$ cat src/verilog/comp_input_consts.vh
// register map, field positions, reset values and delay figures of the component input block
`ifndef COMP_INPUT_CONSTS_VH
`define COMP_INPUT_CONSTS_VH

`define CIP_ADDR_ANALOG_CTRL 8'h23
`define CIP_ADDR_GAIN_THREE 8'h24
`define CIP_ADDR_GAIN_FOUR 8'h25
`define CIP_ADDR_DELAY_SWITCH 8'h29
`define CIP_ADDR_BRIGHTNESS 8'h2a
`define CIP_ADDR_CONTRAST 8'h2b
`define CIP_ADDR_SATURATION 8'h2c

`define CIP_BIT_OUT_SEL_HIGH 7
`define CIP_BIT_PORT_DRIVE 6
`define CIP_BIT_CLK_SOURCE 5
`define CIP_BIT_REF_CLAMP 4
`define CIP_BIT_SRC_RESET_EN 2
`define CIP_BIT_GAIN_FOUR_TOP 1
`define CIP_BIT_GAIN_THREE_TOP 0
`define CIP_ANALOG_CTRL_MASK 8'hf7

`define CIP_BIT_SWITCH_EN 7
`define CIP_BIT_SWITCH_POL 6
`define CIP_SWITCH_DELAY_HI 5
`define CIP_SWITCH_DELAY_LO 4
`define CIP_BIT_PEAKING 3
`define CIP_PATH_DELAY_HI 2
`define CIP_PATH_DELAY_LO 0

`define CIP_RST_ANALOG_CTRL 8'h00
`define CIP_RST_GAIN_LOW 8'h90
`define CIP_RST_DELAY_SWITCH 8'h00
`define CIP_RST_BRIGHTNESS 8'h80
`define CIP_RST_CONTRAST 8'h40
`define CIP_RST_SATURATION 8'h40

`define CIP_DELAY_BASE 6'd18
`define CIP_GAIN_SHIFT 6
`define CIP_PEAK_SHIFT 3
`define CIP_CHROMA_ZERO 10'sd128
`define CIP_BRIGHT_ZERO 18'sd128

`endif

$ cat src/verilog/component_input_processing.v
// component input control registers and component/composite pixel datapath
// Function
// - port drive bit 0 tri-states converter output port, 1 drives it
// - clock select bit picks line-locked clock (0) or external clock (1)
// - reference bit 0 clamps per clamp-mode bit; 1 pulls signal into range
// - with reset enable set, any edge on indicator resets gain loop
// - channel three gain is 9 bits: top bit in 23h, low byte in 24h
// - channel four gain is 9 bits: top bit in 23h, low byte in 25h
// - switch enable chooses composite or component pixel by pixel
// - polarity 0: low input picks composite; polarity 1 inverts it
// - switching off: polarity bit statically selects mode group
// - switch delay field shifts switch signal by 0, +1, -2, -1 pixels
// - peaking bit adds up to about +3.5 dB high-frequency luma boost to component path
// - path delay field shifts component by 0..+12 or -16..-4 pixels
// - brightness is unsigned offset, 128 nominal
// - contrast is signed gain in 1/64 steps, 64 is unity
// - saturation uses contrast coding on chrominance
`timescale 1ns/1ps
`default_nettype none
`include "comp_input_consts.vh"
module component_input_processing #(
  parameter FIFO_DEPTH = 8,
  parameter FIFO_AW = 3,
  parameter DELAY_DEPTH = 32
) (
  input wire clk,
  input wire resetn,
  input wire reg_write,
  input wire [7:0] reg_addr,
  input wire [7:0] reg_wdata,
  output reg [7:0] reg_rdata,
  input wire [7:0] adc_sample_in,
  output reg [7:0] converter_port_out,
  output wire converter_port_oe,
  output wire converter_clock_source_select,
  output wire analog_output_select_high,
  input wire clamp_mode_bit,
  output wire reference_mode_active,
  output wire clamp_enable,
  input wire source_switch_indicator_in,
  output reg gain_loop_reset,
  output wire [8:0] gain_three_code,
  output wire [8:0] gain_four_code,
  output wire static_mode_group_high,
  input wire pix_valid,
  output wire pix_ready,
  input wire [7:0] cvbs_y,
  input wire [7:0] cvbs_c,
  input wire [7:0] comp_y,
  input wire [7:0] comp_c,
  input wire pixel_switch_input,
  output wire out_valid,
  input wire out_ready,
  output wire [7:0] out_y,
  output wire [7:0] out_c,
  output wire out_is_component
);
  reg [7:0] analog_control_five_q;
  reg [7:0] gain_three_low_q;
  reg [7:0] gain_four_low_q;
  reg [7:0] delay_switch_q;
  reg [7:0] component_brightness_code_q;
  reg [7:0] component_contrast_code_q;
  reg [7:0] component_saturation_code_q;
  reg [7:0] rdata_d;

  // multiply by signed 1/64 gain code
  function signed [17:0] scale_gain;
    input signed [9:0] value;
    input signed [7:0] gain;
    reg signed [17:0] prod;
    begin
      prod = value * gain;
      scale_gain = prod >>> `CIP_GAIN_SHIFT;
    end
  endfunction

  // saturate to 0..255
  function [7:0] clip8;
    input signed [17:0] x;
    begin
      if (x < 18'sd0) begin
        clip8 = 8'h00;
      end else if (x > 18'sd255) begin
        clip8 = 8'hff;
      end else begin
        clip8 = x[7:0];
      end
    end
  endfunction

  // register writes
  always @(posedge clk or negedge resetn) begin
    if (!resetn) begin
      analog_control_five_q <= `CIP_RST_ANALOG_CTRL;
      gain_three_low_q <= `CIP_RST_GAIN_LOW;
      gain_four_low_q <= `CIP_RST_GAIN_LOW;
      delay_switch_q <= `CIP_RST_DELAY_SWITCH;
      component_brightness_code_q <= `CIP_RST_BRIGHTNESS;
      component_contrast_code_q <= `CIP_RST_CONTRAST;
      component_saturation_code_q <= `CIP_RST_SATURATION;
    end else if (reg_write) begin
      case (reg_addr)
        `CIP_ADDR_ANALOG_CTRL: begin
          analog_control_five_q <= reg_wdata & `CIP_ANALOG_CTRL_MASK;
        end
        `CIP_ADDR_GAIN_THREE: begin
          gain_three_low_q <= reg_wdata;
        end
        `CIP_ADDR_GAIN_FOUR: begin
          gain_four_low_q <= reg_wdata;
        end
        `CIP_ADDR_DELAY_SWITCH: begin
          delay_switch_q <= reg_wdata;
        end
        `CIP_ADDR_BRIGHTNESS: begin
          component_brightness_code_q <= reg_wdata;
        end
        `CIP_ADDR_CONTRAST: begin
          component_contrast_code_q <= reg_wdata;
        end
        `CIP_ADDR_SATURATION: begin
          component_saturation_code_q <= reg_wdata;
        end
        default: begin
        end
      endcase
    end
  end

  // read data, one cycle after the address
  always @* begin
    case (reg_addr)
      `CIP_ADDR_ANALOG_CTRL: rdata_d = analog_control_five_q;
      `CIP_ADDR_GAIN_THREE: rdata_d = gain_three_low_q;
      `CIP_ADDR_GAIN_FOUR: rdata_d = gain_four_low_q;
      `CIP_ADDR_DELAY_SWITCH: rdata_d = delay_switch_q;
      `CIP_ADDR_BRIGHTNESS: rdata_d = component_brightness_code_q;
      `CIP_ADDR_CONTRAST: rdata_d = component_contrast_code_q;
      `CIP_ADDR_SATURATION: rdata_d = component_saturation_code_q;
      default: rdata_d = 8'h00;
    endcase
  end

  always @(posedge clk or negedge resetn) begin
    if (!resetn) begin
      reg_rdata <= 8'h00;
    end else begin
      reg_rdata <= rdata_d;
    end
  end

  // analog side controls
  assign converter_port_oe = analog_control_five_q[`CIP_BIT_PORT_DRIVE];
  assign converter_clock_source_select = analog_control_five_q[`CIP_BIT_CLK_SOURCE];
  assign analog_output_select_high = analog_control_five_q[`CIP_BIT_OUT_SEL_HIGH];
  assign reference_mode_active = analog_control_five_q[`CIP_BIT_REF_CLAMP];
  assign clamp_enable = ~analog_control_five_q[`CIP_BIT_REF_CLAMP] & clamp_mode_bit;
  assign gain_three_code = {analog_control_five_q[`CIP_BIT_GAIN_THREE_TOP], gain_three_low_q};
  assign gain_four_code = {analog_control_five_q[`CIP_BIT_GAIN_FOUR_TOP], gain_four_low_q};

  always @(posedge clk or negedge resetn) begin
    if (!resetn) begin
      converter_port_out <= 8'h00;
    end else begin
      converter_port_out <= adc_sample_in;
    end
  end

  // source switch indicator edge detect
  reg indicator_prev_q;

  always @(posedge clk or negedge resetn) begin
    if (!resetn) begin
      indicator_prev_q <= 1'b0;
      gain_loop_reset <= 1'b0;
    end else begin
      indicator_prev_q <= source_switch_indicator_in;
      gain_loop_reset <= analog_control_five_q[`CIP_BIT_SRC_RESET_EN] &
                         (source_switch_indicator_in ^ indicator_prev_q);
    end
  end

  // pixel path control fields
  wire switch_en;
  wire switch_pol;
  wire peaking_en;
  wire [1:0] pixel_switch_delay;
  wire [2:0] component_path_delay;
  wire [5:0] comp_tap_wide;
  wire [5:0] switch_tap_wide;
  wire fifo_in_ready;
  wire advance;

  assign switch_en = delay_switch_q[`CIP_BIT_SWITCH_EN];
  assign switch_pol = delay_switch_q[`CIP_BIT_SWITCH_POL];
  assign peaking_en = delay_switch_q[`CIP_BIT_PEAKING];
  assign pixel_switch_delay = delay_switch_q[`CIP_SWITCH_DELAY_HI:`CIP_SWITCH_DELAY_LO];
  assign component_path_delay = delay_switch_q[`CIP_PATH_DELAY_HI:`CIP_PATH_DELAY_LO];
  assign static_mode_group_high = ~switch_en & switch_pol;

  // path delay code is signed steps of four pixels
  assign comp_tap_wide = `CIP_DELAY_BASE +
    {component_path_delay[2], component_path_delay, 2'b00};
  // switch delay code is signed pixels relative to component
  assign switch_tap_wide = comp_tap_wide +
    {{4{pixel_switch_delay[1]}}, pixel_switch_delay};

  assign pix_ready = fifo_in_ready;
  assign advance = pix_valid & fifo_in_ready;

  wire [15:0] cvbs_tap;
  wire [15:0] comp_tap;
  wire [0:0] switch_tap;
  // composite path sits at the fixed base tap 18, the zero of the path delay range
  wire [5:0] cvbs_tap_wide;
  assign cvbs_tap_wide = `CIP_DELAY_BASE;

  pixel_delay_line #(.WIDTH(16), .DEPTH(DELAY_DEPTH), .TAP_W(5)) u_cvbs_delay (
    .clk(clk),
    .resetn(resetn),
    .advance(advance),
    .din({cvbs_y, cvbs_c}),
    .tap(cvbs_tap_wide[4:0]),
    .dout(cvbs_tap)
  );

  pixel_delay_line #(.WIDTH(16), .DEPTH(DELAY_DEPTH), .TAP_W(5)) u_comp_delay (
    .clk(clk),
    .resetn(resetn),
    .advance(advance),
    .din({comp_y, comp_c}),
    .tap(comp_tap_wide[4:0]),
    .dout(comp_tap)
  );

  pixel_delay_line #(.WIDTH(1), .DEPTH(DELAY_DEPTH), .TAP_W(5)) u_switch_delay (
    .clk(clk),
    .resetn(resetn),
    .advance(advance),
    .din(pixel_switch_input),
    .tap(switch_tap_wide[4:0]),
    .dout(switch_tap)
  );

  // stage one: luma history for peaking, other paths aligned to centre
  reg [7:0] luma_h1_q;
  reg [7:0] luma_h2_q;
  reg [7:0] comp_c_q;
  reg [15:0] cvbs_q;
  reg switch_q;

  always @(posedge clk or negedge resetn) begin
    if (!resetn) begin
      luma_h1_q <= 8'h00;
      luma_h2_q <= 8'h00;
      comp_c_q <= 8'h00;
      cvbs_q <= 16'h0000;
      switch_q <= 1'b0;
    end else if (advance) begin
      luma_h1_q <= comp_tap[15:8];
      luma_h2_q <= luma_h1_q;
      comp_c_q <= comp_tap[7:0];
      cvbs_q <= cvbs_tap;
      switch_q <= switch_tap[0];
    end
  end

  // stage two arithmetic
  wire signed [17:0] high_pass;
  wire signed [17:0] peaked;
  wire [7:0] luma_src;
  wire signed [17:0] luma_scaled;
  wire [7:0] luma_out;
  wire signed [17:0] chroma_scaled;
  wire [7:0] chroma_out;
  wire select_component;

  // 2*centre minus both neighbours, eighth of it added back
  assign high_pass = $signed({9'd0, luma_h1_q, 1'b0}) - $signed({10'd0, comp_tap[15:8]}) -
                     $signed({10'd0, luma_h2_q});
  assign peaked = $signed({10'd0, luma_h1_q}) + (high_pass >>> `CIP_PEAK_SHIFT);
  assign luma_src = peaking_en ? clip8(peaked) : luma_h1_q;

  assign luma_scaled = scale_gain($signed({2'b00, luma_src}),
                                  $signed(component_contrast_code_q)) +
                       $signed({10'd0, component_brightness_code_q}) -
                       `CIP_BRIGHT_ZERO;
  assign luma_out = clip8(luma_scaled);

  assign chroma_scaled = scale_gain($signed({2'b00, comp_c_q}) - `CIP_CHROMA_ZERO,
                                    $signed(component_saturation_code_q)) +
                         `CIP_BRIGHT_ZERO;
  assign chroma_out = clip8(chroma_scaled);

  // per-pixel choice or static choice
  assign select_component = switch_en ? (switch_q ^ switch_pol) : switch_pol;

  reg [7:0] mix_y_q;
  reg [7:0] mix_c_q;
  reg mix_comp_q;
  reg [1:0] fill_q;

  always @(posedge clk or negedge resetn) begin
    if (!resetn) begin
      mix_y_q <= 8'h00;
      mix_c_q <= 8'h00;
      mix_comp_q <= 1'b0;
      fill_q <= 2'd0;
    end else if (advance) begin
      mix_y_q <= select_component ? luma_out : cvbs_q[15:8];
      mix_c_q <= select_component ? chroma_out : cvbs_q[7:0];
      mix_comp_q <= select_component;
      if (fill_q != 2'd2) begin
        fill_q <= fill_q + 2'd1;
      end
    end
  end

  wire [16:0] fifo_out;
  // first two accepted pixels only fill the pipeline
  wire fifo_push;
  assign fifo_push = advance & (fill_q == 2'd2);

  pixel_fifo #(.WIDTH(17), .DEPTH(FIFO_DEPTH), .AW(FIFO_AW)) u_out_fifo (
    .clk(clk),
    .resetn(resetn),
    .in_valid(fifo_push),
    .in_ready(fifo_in_ready),
    .in_data({mix_comp_q, mix_y_q, mix_c_q}),
    .out_valid(out_valid),
    .out_ready(out_ready),
    .out_data(fifo_out)
  );

  assign out_is_component = fifo_out[16];
  assign out_y = fifo_out[15:8];
  assign out_c = fifo_out[7:0];
endmodule
`default_nettype wire

$ cat src/verilog/pixel_delay_line.v
// tapped delay line for pixel samples, advancing on each accepted pixel
`timescale 1ns/1ps
`default_nettype none
module pixel_delay_line #(
  parameter WIDTH = 16,
  parameter DEPTH = 32,
  parameter TAP_W = 5
) (
  input wire clk,
  input wire resetn,
  input wire advance,
  input wire [WIDTH-1:0] din,
  input wire [TAP_W-1:0] tap,
  output wire [WIDTH-1:0] dout
);
  reg [WIDTH-1:0] line_q [0:DEPTH-1];
  integer i;

  always @(posedge clk or negedge resetn) begin
    if (!resetn) begin
      for (i = 0; i < DEPTH; i = i + 1) begin
        line_q[i] <= {WIDTH{1'b0}};
      end
    end else if (advance) begin
      line_q[0] <= din;
      for (i = 1; i < DEPTH; i = i + 1) begin
        line_q[i] <= line_q[i-1];
      end
    end
  end

  // tap 0 is the newest stored sample
  assign dout = line_q[tap];
endmodule
`default_nettype wire

$ cat src/verilog/pixel_fifo.v
// synchronous output fifo with valid/ready on both sides
`timescale 1ns/1ps
`default_nettype none
module pixel_fifo #(
  parameter WIDTH = 17,
  parameter DEPTH = 8,
  parameter AW = 3
) (
  input wire clk,
  input wire resetn,
  input wire in_valid,
  output wire in_ready,
  input wire [WIDTH-1:0] in_data,
  output wire out_valid,
  input wire out_ready,
  output wire [WIDTH-1:0] out_data
);
  reg [WIDTH-1:0] mem_q [0:DEPTH-1];
  reg [AW-1:0] wr_q;
  reg [AW-1:0] rd_q;
  reg [AW:0] count_q;
  wire push;
  wire pop;

  assign in_ready = (count_q != DEPTH[AW:0]);
  assign out_valid = (count_q != {(AW+1){1'b0}});
  assign push = in_valid & in_ready;
  assign pop = out_valid & out_ready;
  assign out_data = mem_q[rd_q];

  always @(posedge clk) begin
    if (push) begin
      mem_q[wr_q] <= in_data;
    end
  end

  always @(posedge clk or negedge resetn) begin
    if (!resetn) begin
      wr_q <= {AW{1'b0}};
      rd_q <= {AW{1'b0}};
      count_q <= {(AW+1){1'b0}};
    end else begin
      if (push) begin
        wr_q <= (wr_q == DEPTH[AW-1:0] - 1'b1) ? {AW{1'b0}} : wr_q + 1'b1;
      end
      if (pop) begin
        rd_q <= (rd_q == DEPTH[AW-1:0] - 1'b1) ? {AW{1'b0}} : rd_q + 1'b1;
      end
      count_q <= count_q + {{AW{1'b0}}, push} - {{AW{1'b0}}, pop};
    end
  end
endmodule
`default_nettype wire
$ cat config.mk
export PLATFORM = sky130hd
export DESIGN_NAME = component_input_processing
export DESIGN_NICKNAME = d
export VERILOG_FILES = /design/src/verilog/component_input_processing.v /design/src/verilog/pixel_delay_line.v /design/src/verilog/pixel_fifo.v
export VERILOG_INCLUDE_DIRS = /design/src /design/src/verilog
export SDC_FILE = /design/constraint.sdc
export NUM_CORES = 2
export LEC_CHECK = 0
export ABC_CLOCK_PERIOD_IN_PS = 21700
export BUFFER_PORTS_ARGS = -buffer_cell sky130_fd_sc_hd__buf_2
export CAP_MARGIN = 15
export CORE_ASPECT_RATIO = 0.5
export CORE_MARGIN = 3
export CORE_UTILIZATION = 30
export DETAILED_ROUTE_END_ITERATION = 12
export GPL_TIMING_DRIVEN = 0
export PLACE_DENSITY = 0.47
export SLEW_MARGIN = 20
export SYNTH_ARGS = -nofsm -noshare
export SYNTH_HDL_FRONTEND = slang
export SYNTH_HIERARCHICAL = 1
export SYNTH_SLANG_ARGS = --single-unit
$ cat constraint.sdc
create_clock -name clk -period 21.7 [get_ports clk]
set_input_delay 2.17 -clock clk [delete_from_list [all_inputs] [get_ports clk]]
set_output_delay 2.17 -clock clk [all_outputs]
set_load 0.05 [all_outputs]
# [After elaboration in Yosys (flattened, before gate mapping)]
# Memory sizes are Yosys's and may differ from the RTL's.
# Cells that the tools add are included.
[totals] ff_bits=991 mem_bits_rw=136 input_bits=64 output_inout_bits=60 wordCells=186 n_memories=1
[mem_list] memory="u_out_fifo.mem_q" words=8 width=17 read_ports=1 rd_ports_with_merged_regs=0 wr=1 line_no="pixel_fifo.v:18" source="reg [WIDTH-1:0] mem_q [0:DEPTH-1];"
[op_classes] addsub=14 mul=2 order_cmp=8 eq_ne=12 mux=21 bitwise_logic=13 reduce_logical=9
[op_table] cell="$bmux W16 S5" n=1
[op_table] cell="$mux W8" n=9
[op_table] cell="$eq A8 B6 Y1 const B" n=7
[op_table] cell="$pmux W8 S7" n=1
[op_table] cell="$mul A9 B8 Y17" n=2
[op_table] cell="$mux W16" n=2
[op_table] cell="$reduce_and A2 Y1" n=8
[op_table] cell="$gt A13 B9 Y1 const B" n=1
[op_table] cell="$lt A13 B1 Y1 const B" n=1
[op_table] cell="$sub A12 B9 Y13 const B" n=1
[op_table] cell="$add A11 B9 Y12" n=1
[op_table] cell="$add A11 B9 Y12 const B" n=1
[op_table] cell="$ge A6 B6 Y1 const B" n=2
[op_table] cell="$gt A12 B9 Y1 const B" n=1
[op_table] cell="$lt A12 B1 Y1 const B" n=1
[op_table] cell="$not A5 Y6" n=2
[op_table] cell="$sub A10 B9 Y11" n=1
[op_table] cell="$add A9 B8 Y10" n=1
[op_table] cell="$gt A10 B9 Y1 const B" n=1
[op_table] cell="$lt A10 B1 Y1 const B" n=1
[op_table] cell="$sub A9 B8 Y10" n=1
[op_table] cell="$sub A8 B8 Y9 const B" n=1
[op_table] cell="$and A1 B1 Y1" n=7
[op_table] cell="$add A3 B1 Y3 const B" n=2
[op_table] cell="other kinds (15)" n=23

# [Depth between registers and ports, before layout]
[depth] ltp_word=19 depth_mapped=56 ltp_nobuf=52

# [By module]
# Netlist, hierarchy kept.
[by_module_without_submodules] mod="pixel_delay_line (u_comp_delay ...)" instances=2 cells_each=1650 area_each_um2=23483.8 seq_area_each_um2=12812.3
[by_module_without_submodules] mod="component_input_processing" instances=1 cells_each=1255 area_each_um2=11907.7 seq_area_each_um2=3337.0
[by_module_without_submodules] mod="pixel_fifo" instances=1 cells_each=253 area_each_um2=5850.6 seq_area_each_um2=4334.2
[by_module_without_submodules] mod="pixel_delay_line (u_switch_delay)" instances=1 cells_each=109 area_each_um2=1505.2 seq_area_each_um2=800.8

# [Worst setup path after synthesis]
# OpenSTA, ideal clock, no wires.
[synth_path] path_kind="reg2reg" from="register delay_switch_q[1]" to="register mix_y_q[3]" setup_ns=0.129 t_arrival_ns=11.154 required_ns=21.571 path_slack_ns=10.416 stages_incl_launch_ff=53 path_buffers=4 synth_period_minus_slack_ns=11.284 cell_sequence="dfrtp_1 buf_2 or2_1 buf_1 buf_2 nor3_1 a31oi_1 nand3_1 inv_1 ha_1 nor2b_1 o31a_1 o21a_1 nor2_1 xnor2_1 ha_1 and3_1 a211o_1 [17 not listed] fa_1 ha_1 nand2_1 o21bai_1 a211oi_1 nor2_1 o41ai_1 o21ai_0 a21o_1 ha_1 inv_1 ha_1 or2_2 a21o_1 a211oi_1 o22ai_1 o21ai_0 nand3_1"
[synth_via] elab_chain_len=19 word_cells_on_any_way=21 cone_classes="6 x add/sub; 1 x mul; 4 x order compare; 9 x mux; 1 x bitwise"
[synth_rtl] item="start, declared" line_no="component_input_processing.v:61" source="reg [7:0] delay_switch_q;"
[synth_rtl] item="start signal, assigned" line_no="component_input_processing.v:98" source="delay_switch_q <= `CIP_RST_DELAY_SWITCH;"
[synth_rtl] item="start signal, assigned" line_no="component_input_processing.v:114" source="delay_switch_q <= reg_wdata;"
[synth_rtl] item="$add A5 B5 Y5 (no source line) *"
[synth_rtl] item="$not A5 Y6 (implied by the code) *" line_no="pixel_delay_line.v:33" source="assign dout = line_q[tap];"
[synth_rtl] item="$bmux W16 S5 *" line_no="pixel_delay_line.v:33"
[synth_rtl] item="$mux W16 (implied by the code) * (2 in series)" line_no="pixel_delay_line.v:33"
[synth_rtl] item="net comp_tap[9]" line_no="component_input_processing.v:213" source="wire [15:0] comp_tap;"
[synth_rtl] item="$sub A9 B8 Y10 *" line_no="component_input_processing.v:280" source="assign high_pass = $signed({9'd0, luma_h1_q, 1'b0}) - $signed({10'd0, comp_tap[15:8]}) -"
[synth_rtl] item="$sub A10 B9 Y11 *" line_no="component_input_processing.v:280"
[synth_rtl] item="$add A9 B8 Y10 *" line_no="component_input_processing.v:282" source="assign peaked = $signed({10'd0, luma_h1_q}) + (high_pass >>> `CIP_PEAK_SHIFT);"
[synth_rtl] item="[3 not listed]"
[synth_rtl] item="$mux W8 *" line_no="component_input_processing.v:283" source="assign luma_src = peaking_en ? clip8(peaked) : luma_h1_q;"
[synth_rtl] item="$mul A9 B8 Y17 *" line_no="component_input_processing.v:73" source="prod = value * gain;"
[synth_rtl] item="$add A11 B9 Y12 *" line_no="component_input_processing.v:286" source="$signed(component_contrast_code_q)) +"
[synth_rtl] item="$sub A12 B9 Y13 (no source line) *"
[synth_rtl] item="$gt A13 B9 Y1" line_no="component_input_processing.v:84" source="end else if (x > 18'sd255) begin"
[synth_rtl] item="$mux W8" line_no="component_input_processing.v:84"
[synth_rtl] item="$mux W8 *" line_no="component_input_processing.v:82" source="if (x < 18'sd0) begin"
[synth_rtl] item="$mux W8 *" line_no="component_input_processing.v:311" source="mix_y_q <= select_component ? luma_out : cvbs_q[15:8];"
[synth_rtl] item="end signal, assigned" line_no="component_input_processing.v:311"
[synth_rtl] item="end, declared" line_no="component_input_processing.v:299" source="reg [7:0] mix_y_q;"
# Mark *: on every way through the listed nets, which the timed path passes. The rest lies on a longest branch. The select of a mux whose other input is x is not followed.
# A chain may end at the register's enable or synchronous reset.

# [Worst setup path in the final report]
[layout_path] from="register delay_switch_q[1]" to="register mix_y_q[7]"
# The elaborated chain is that of the path after synthesis.

==> impl_metrics.toml <==
[power_and_ir_drop]
power.leakage_nw = 34.8
power_w = 0.0106
ir_drop_uv = 217
powerDensity_nw_per_um2 = 140

[setup_path]
cp.arrival_ns = 15.16
crit_top_cell = "ha_1"
worstSetupEndpointType = "flip-flop"
path_max_fanout = 10
max_stage_delay_ns = 0.70
start_kind = "flip-flop"
rr_worst_depth = 52
slowest_stage = "o41ai_1"
crit_type = "flip-flop to flip-flop"
worst_ep_required_time_ns = 22.42

[synth]
syn_avg_cell_area_sq_um = 13.5
synth-edff-count = 136
ys_ff_latch = 1335
yosys_warnings = 6
yosysUniqueCellTypes = 83
synth_area_leader_cell = "dfrtp_1"
netlist.area_leader.share = 0.450
synth_common_cells = "1,192 x dfrtp_1, 1,134 x mux2_2, 535 x mux2i_1, 232 x nand2_1, 151 x buf_2"
netlist_instances = 4917
synth-main-ff-cell = "dfrtp_1"
synth-seq-area-share = 0.515
synth_most_common_cell = "dfrtp_1"
netlist_top_cells_area = "dfrtp_1 45%, mux2_2 19%, mux2i_1 8.1%"
async_reset_ff_frac = 0.898
synth_area_sq_um = 66200

[sta]
relSlewSlack = 0.165
period_share = 0.665
rsz0062_at_grt = "no"
worst_hold_slack_ns = 0.468
setup_violations = 0
tightest_slew_ns = 1.24
final.min_clock_period_ns = 14.44
hold_violations = 0
fmax_ghz = 0.0692
skew_ns = 0.0798
final-max-slew-violation-count = 0

[clock_network]
htree_levels = 4
cts_hold_buffers = 0
post_cts_buffers = 0
clkSlewWorstSetupHoldPaths_ns = 0.07
cts-resized-gates = 0
clock-sinks = 1335
root_buffer = "clkbuf_16"
clock_latency_ns = 0.82
cts_tree = "done"
numCtsBuffers = 147
clockBufferDepth = 4

[grt]
grt_pass1_vias = 43949
grt.overflow.total = 0
grt_max_degree = 134
grt_usage = 0.160
grt_pass1_wl_mm = 280
antenna_found_initial = 4

[drt]
viasPerCell = 4.96
ant_nets = 0
drc = 0
vias = 41021
drtIter0Drc = 2536
wl_mm = 184
wl_per_cell_microns = 22.2
dr.pass1.iters = 5

[die]
die_h_microns = 338
start_util = 0.303
coreArea_sq_um = 219000
std_cell_rows = 121
die-area_sq_um = 227000
die_x_microns = 670
io_pins = 124

[finish]
drive_above_1_share = 0.330
syn2layout_area_growth_pct = 14.5
fin_area_sq_um = 75900
layout.nets = 5506

[placement]
io_buffers = 122
place.detailed.hpwl_mm = 134
dpl_cell_area_sq_um = 71000
place_congestion = 0.838

[run_status]
status = "finished clean"

[hold_path]
hold_path.class = "flip-flop to flip-flop"
whs_path_depth = 1

[flow_run]
cap_viol_max_count = 0
[metrics by stage]
stage                     instances  setup TNS [ns]  setup slack [ns]   util
after global routing           8271               0              6.50  0.347
after floorplan                4931               0             10.42      -
after CTS                      8270               0              7.40  0.347
after detailed placement       8027               0              7.45  0.325
final                          8272               0              7.26  0.347
after global placement         8005        -9749.17             -8.74  0.323
[worst max-delay path: cells and delay by family (launching register included)]
family                     cells  cell delay, ns
buffers and inverters          7            1.94
xor gates and xnor gates       2            0.23
AOI/OAI and AO/OA             17            5.07
adders and majority gates     10            3.56
DFF                            1            0.61
and+or+nand+nor               16            2.93
[cell type report]
class	instances	area, sq um
Antenna cell	2	5.00
Buffer	301	1910
Clock buffer	194	4100
Clock inverter	49	724
Fill cell	21474	143000
Inverter	137	514
Multi-Input combinational cell	3158	29800
Sequential cell	1335	34100
Tap cell	2952	3690
Timing Repair Buffer	144	1000
[power breakdown]
part,switching [W],leakage [nW],internal (W)
Clock,0.00105,2.35,0.00154
Combinational,0.00195,16.1,0.00180
Sequential,0.000799,16.3,0.00348
Total,0.00380,34.8,0.00682
[kinds of logic (layout without fill, tap and decap cells)]
family,Yosys count,after routing,share of synthesized area
and+or+nand+nor,675,675,0.0504
other,2,18,0.000113
DFF,1335,1335,0.515
AOI/OAI and AO/OA,496,496,0.0521
buffers and inverters,438,825,0.0366
xor gates and xnor gates,48,48,0.00663
adders and majority gates,218,218,0.0520
muxes,1705,1705,0.287
[layout by cell type, fill, tap and decap left out, drive strengths merged, types with 7 or more instances in the layout]
cell type / netlist / routed
a31oi: 37 / 37
a22oi: 148 / 148
xnor2: 35 / 35
dfstp: 7 / 7
nand2b: 23 / 23
clkbuf: 64 / 258
nor3b: 9 / 9
o31ai: 7 / 7
nand4: 35 / 35
mux4: 34 / 34
xor2: 13 / 13
a21o: 10 / 10
conb: 2 / 16
nor3: 50 / 50
a21oi: 116 / 116
nand3: 117 / 117
fa: 95 / 95
a22o: 66 / 66
nor2b: 22 / 22
dfrtp: 1192 / 1192
inv: 137 / 140
bufinv: 0 / 18
nand2: 233 / 233
ha: 123 / 123
clkinv: 0 / 21
buf: 237 / 381
mux2: 1136 / 1136
clkinvlp: 0 / 7
and2: 42 / 42
edfxtp: 136 / 136
mux2i: 535 / 535
nor2: 70 / 70
and3: 40 / 40
o21ai: 47 / 47
[state kept, by name, indices dropped and copies added, names as in the netlist, 16 cells and up]
signal	flops
cvbs_q	16
u_out_fifo/mem_q	136
u_comp_delay/line_q	512
u_switch_delay/line_q	32
u_cvbs_delay/line_q	512
[routing by layer]
layer | vias up | GRT usage | part of all wire
li1 | 18568 | - | -
met5 | - | 0 | 0
met4 | 0 | 0.0464 | 0.029
met1 | 21505 | 0.230 | 0.49
met2 | 681 | 0.245 | 0.44
met3 | 267 | 0.0292 | 0.045
[worst paths after layout]
kind / startpoint / endpoint / slack [ns]
setup reg to reg: delay_switch_q[1] / mix_y_q[7] / 7.26
max in group asynchronous: resetn / u_cvbs_delay/line_q[90] / 17.29
hold / removal: u_cvbs_delay/line_q[122] / u_cvbs_delay/line_q[106] / 0.47
hold reg to reg: u_cvbs_delay/line_q[122] / u_cvbs_delay/line_q[106] / 0.47
min in group asynchronous: resetn / u_out_fifo/count_q[3] / 1.22
setup / recovery: delay_switch_q[1] / mix_y_q[7] / 7.26
(Power assumes the default switching activity.)
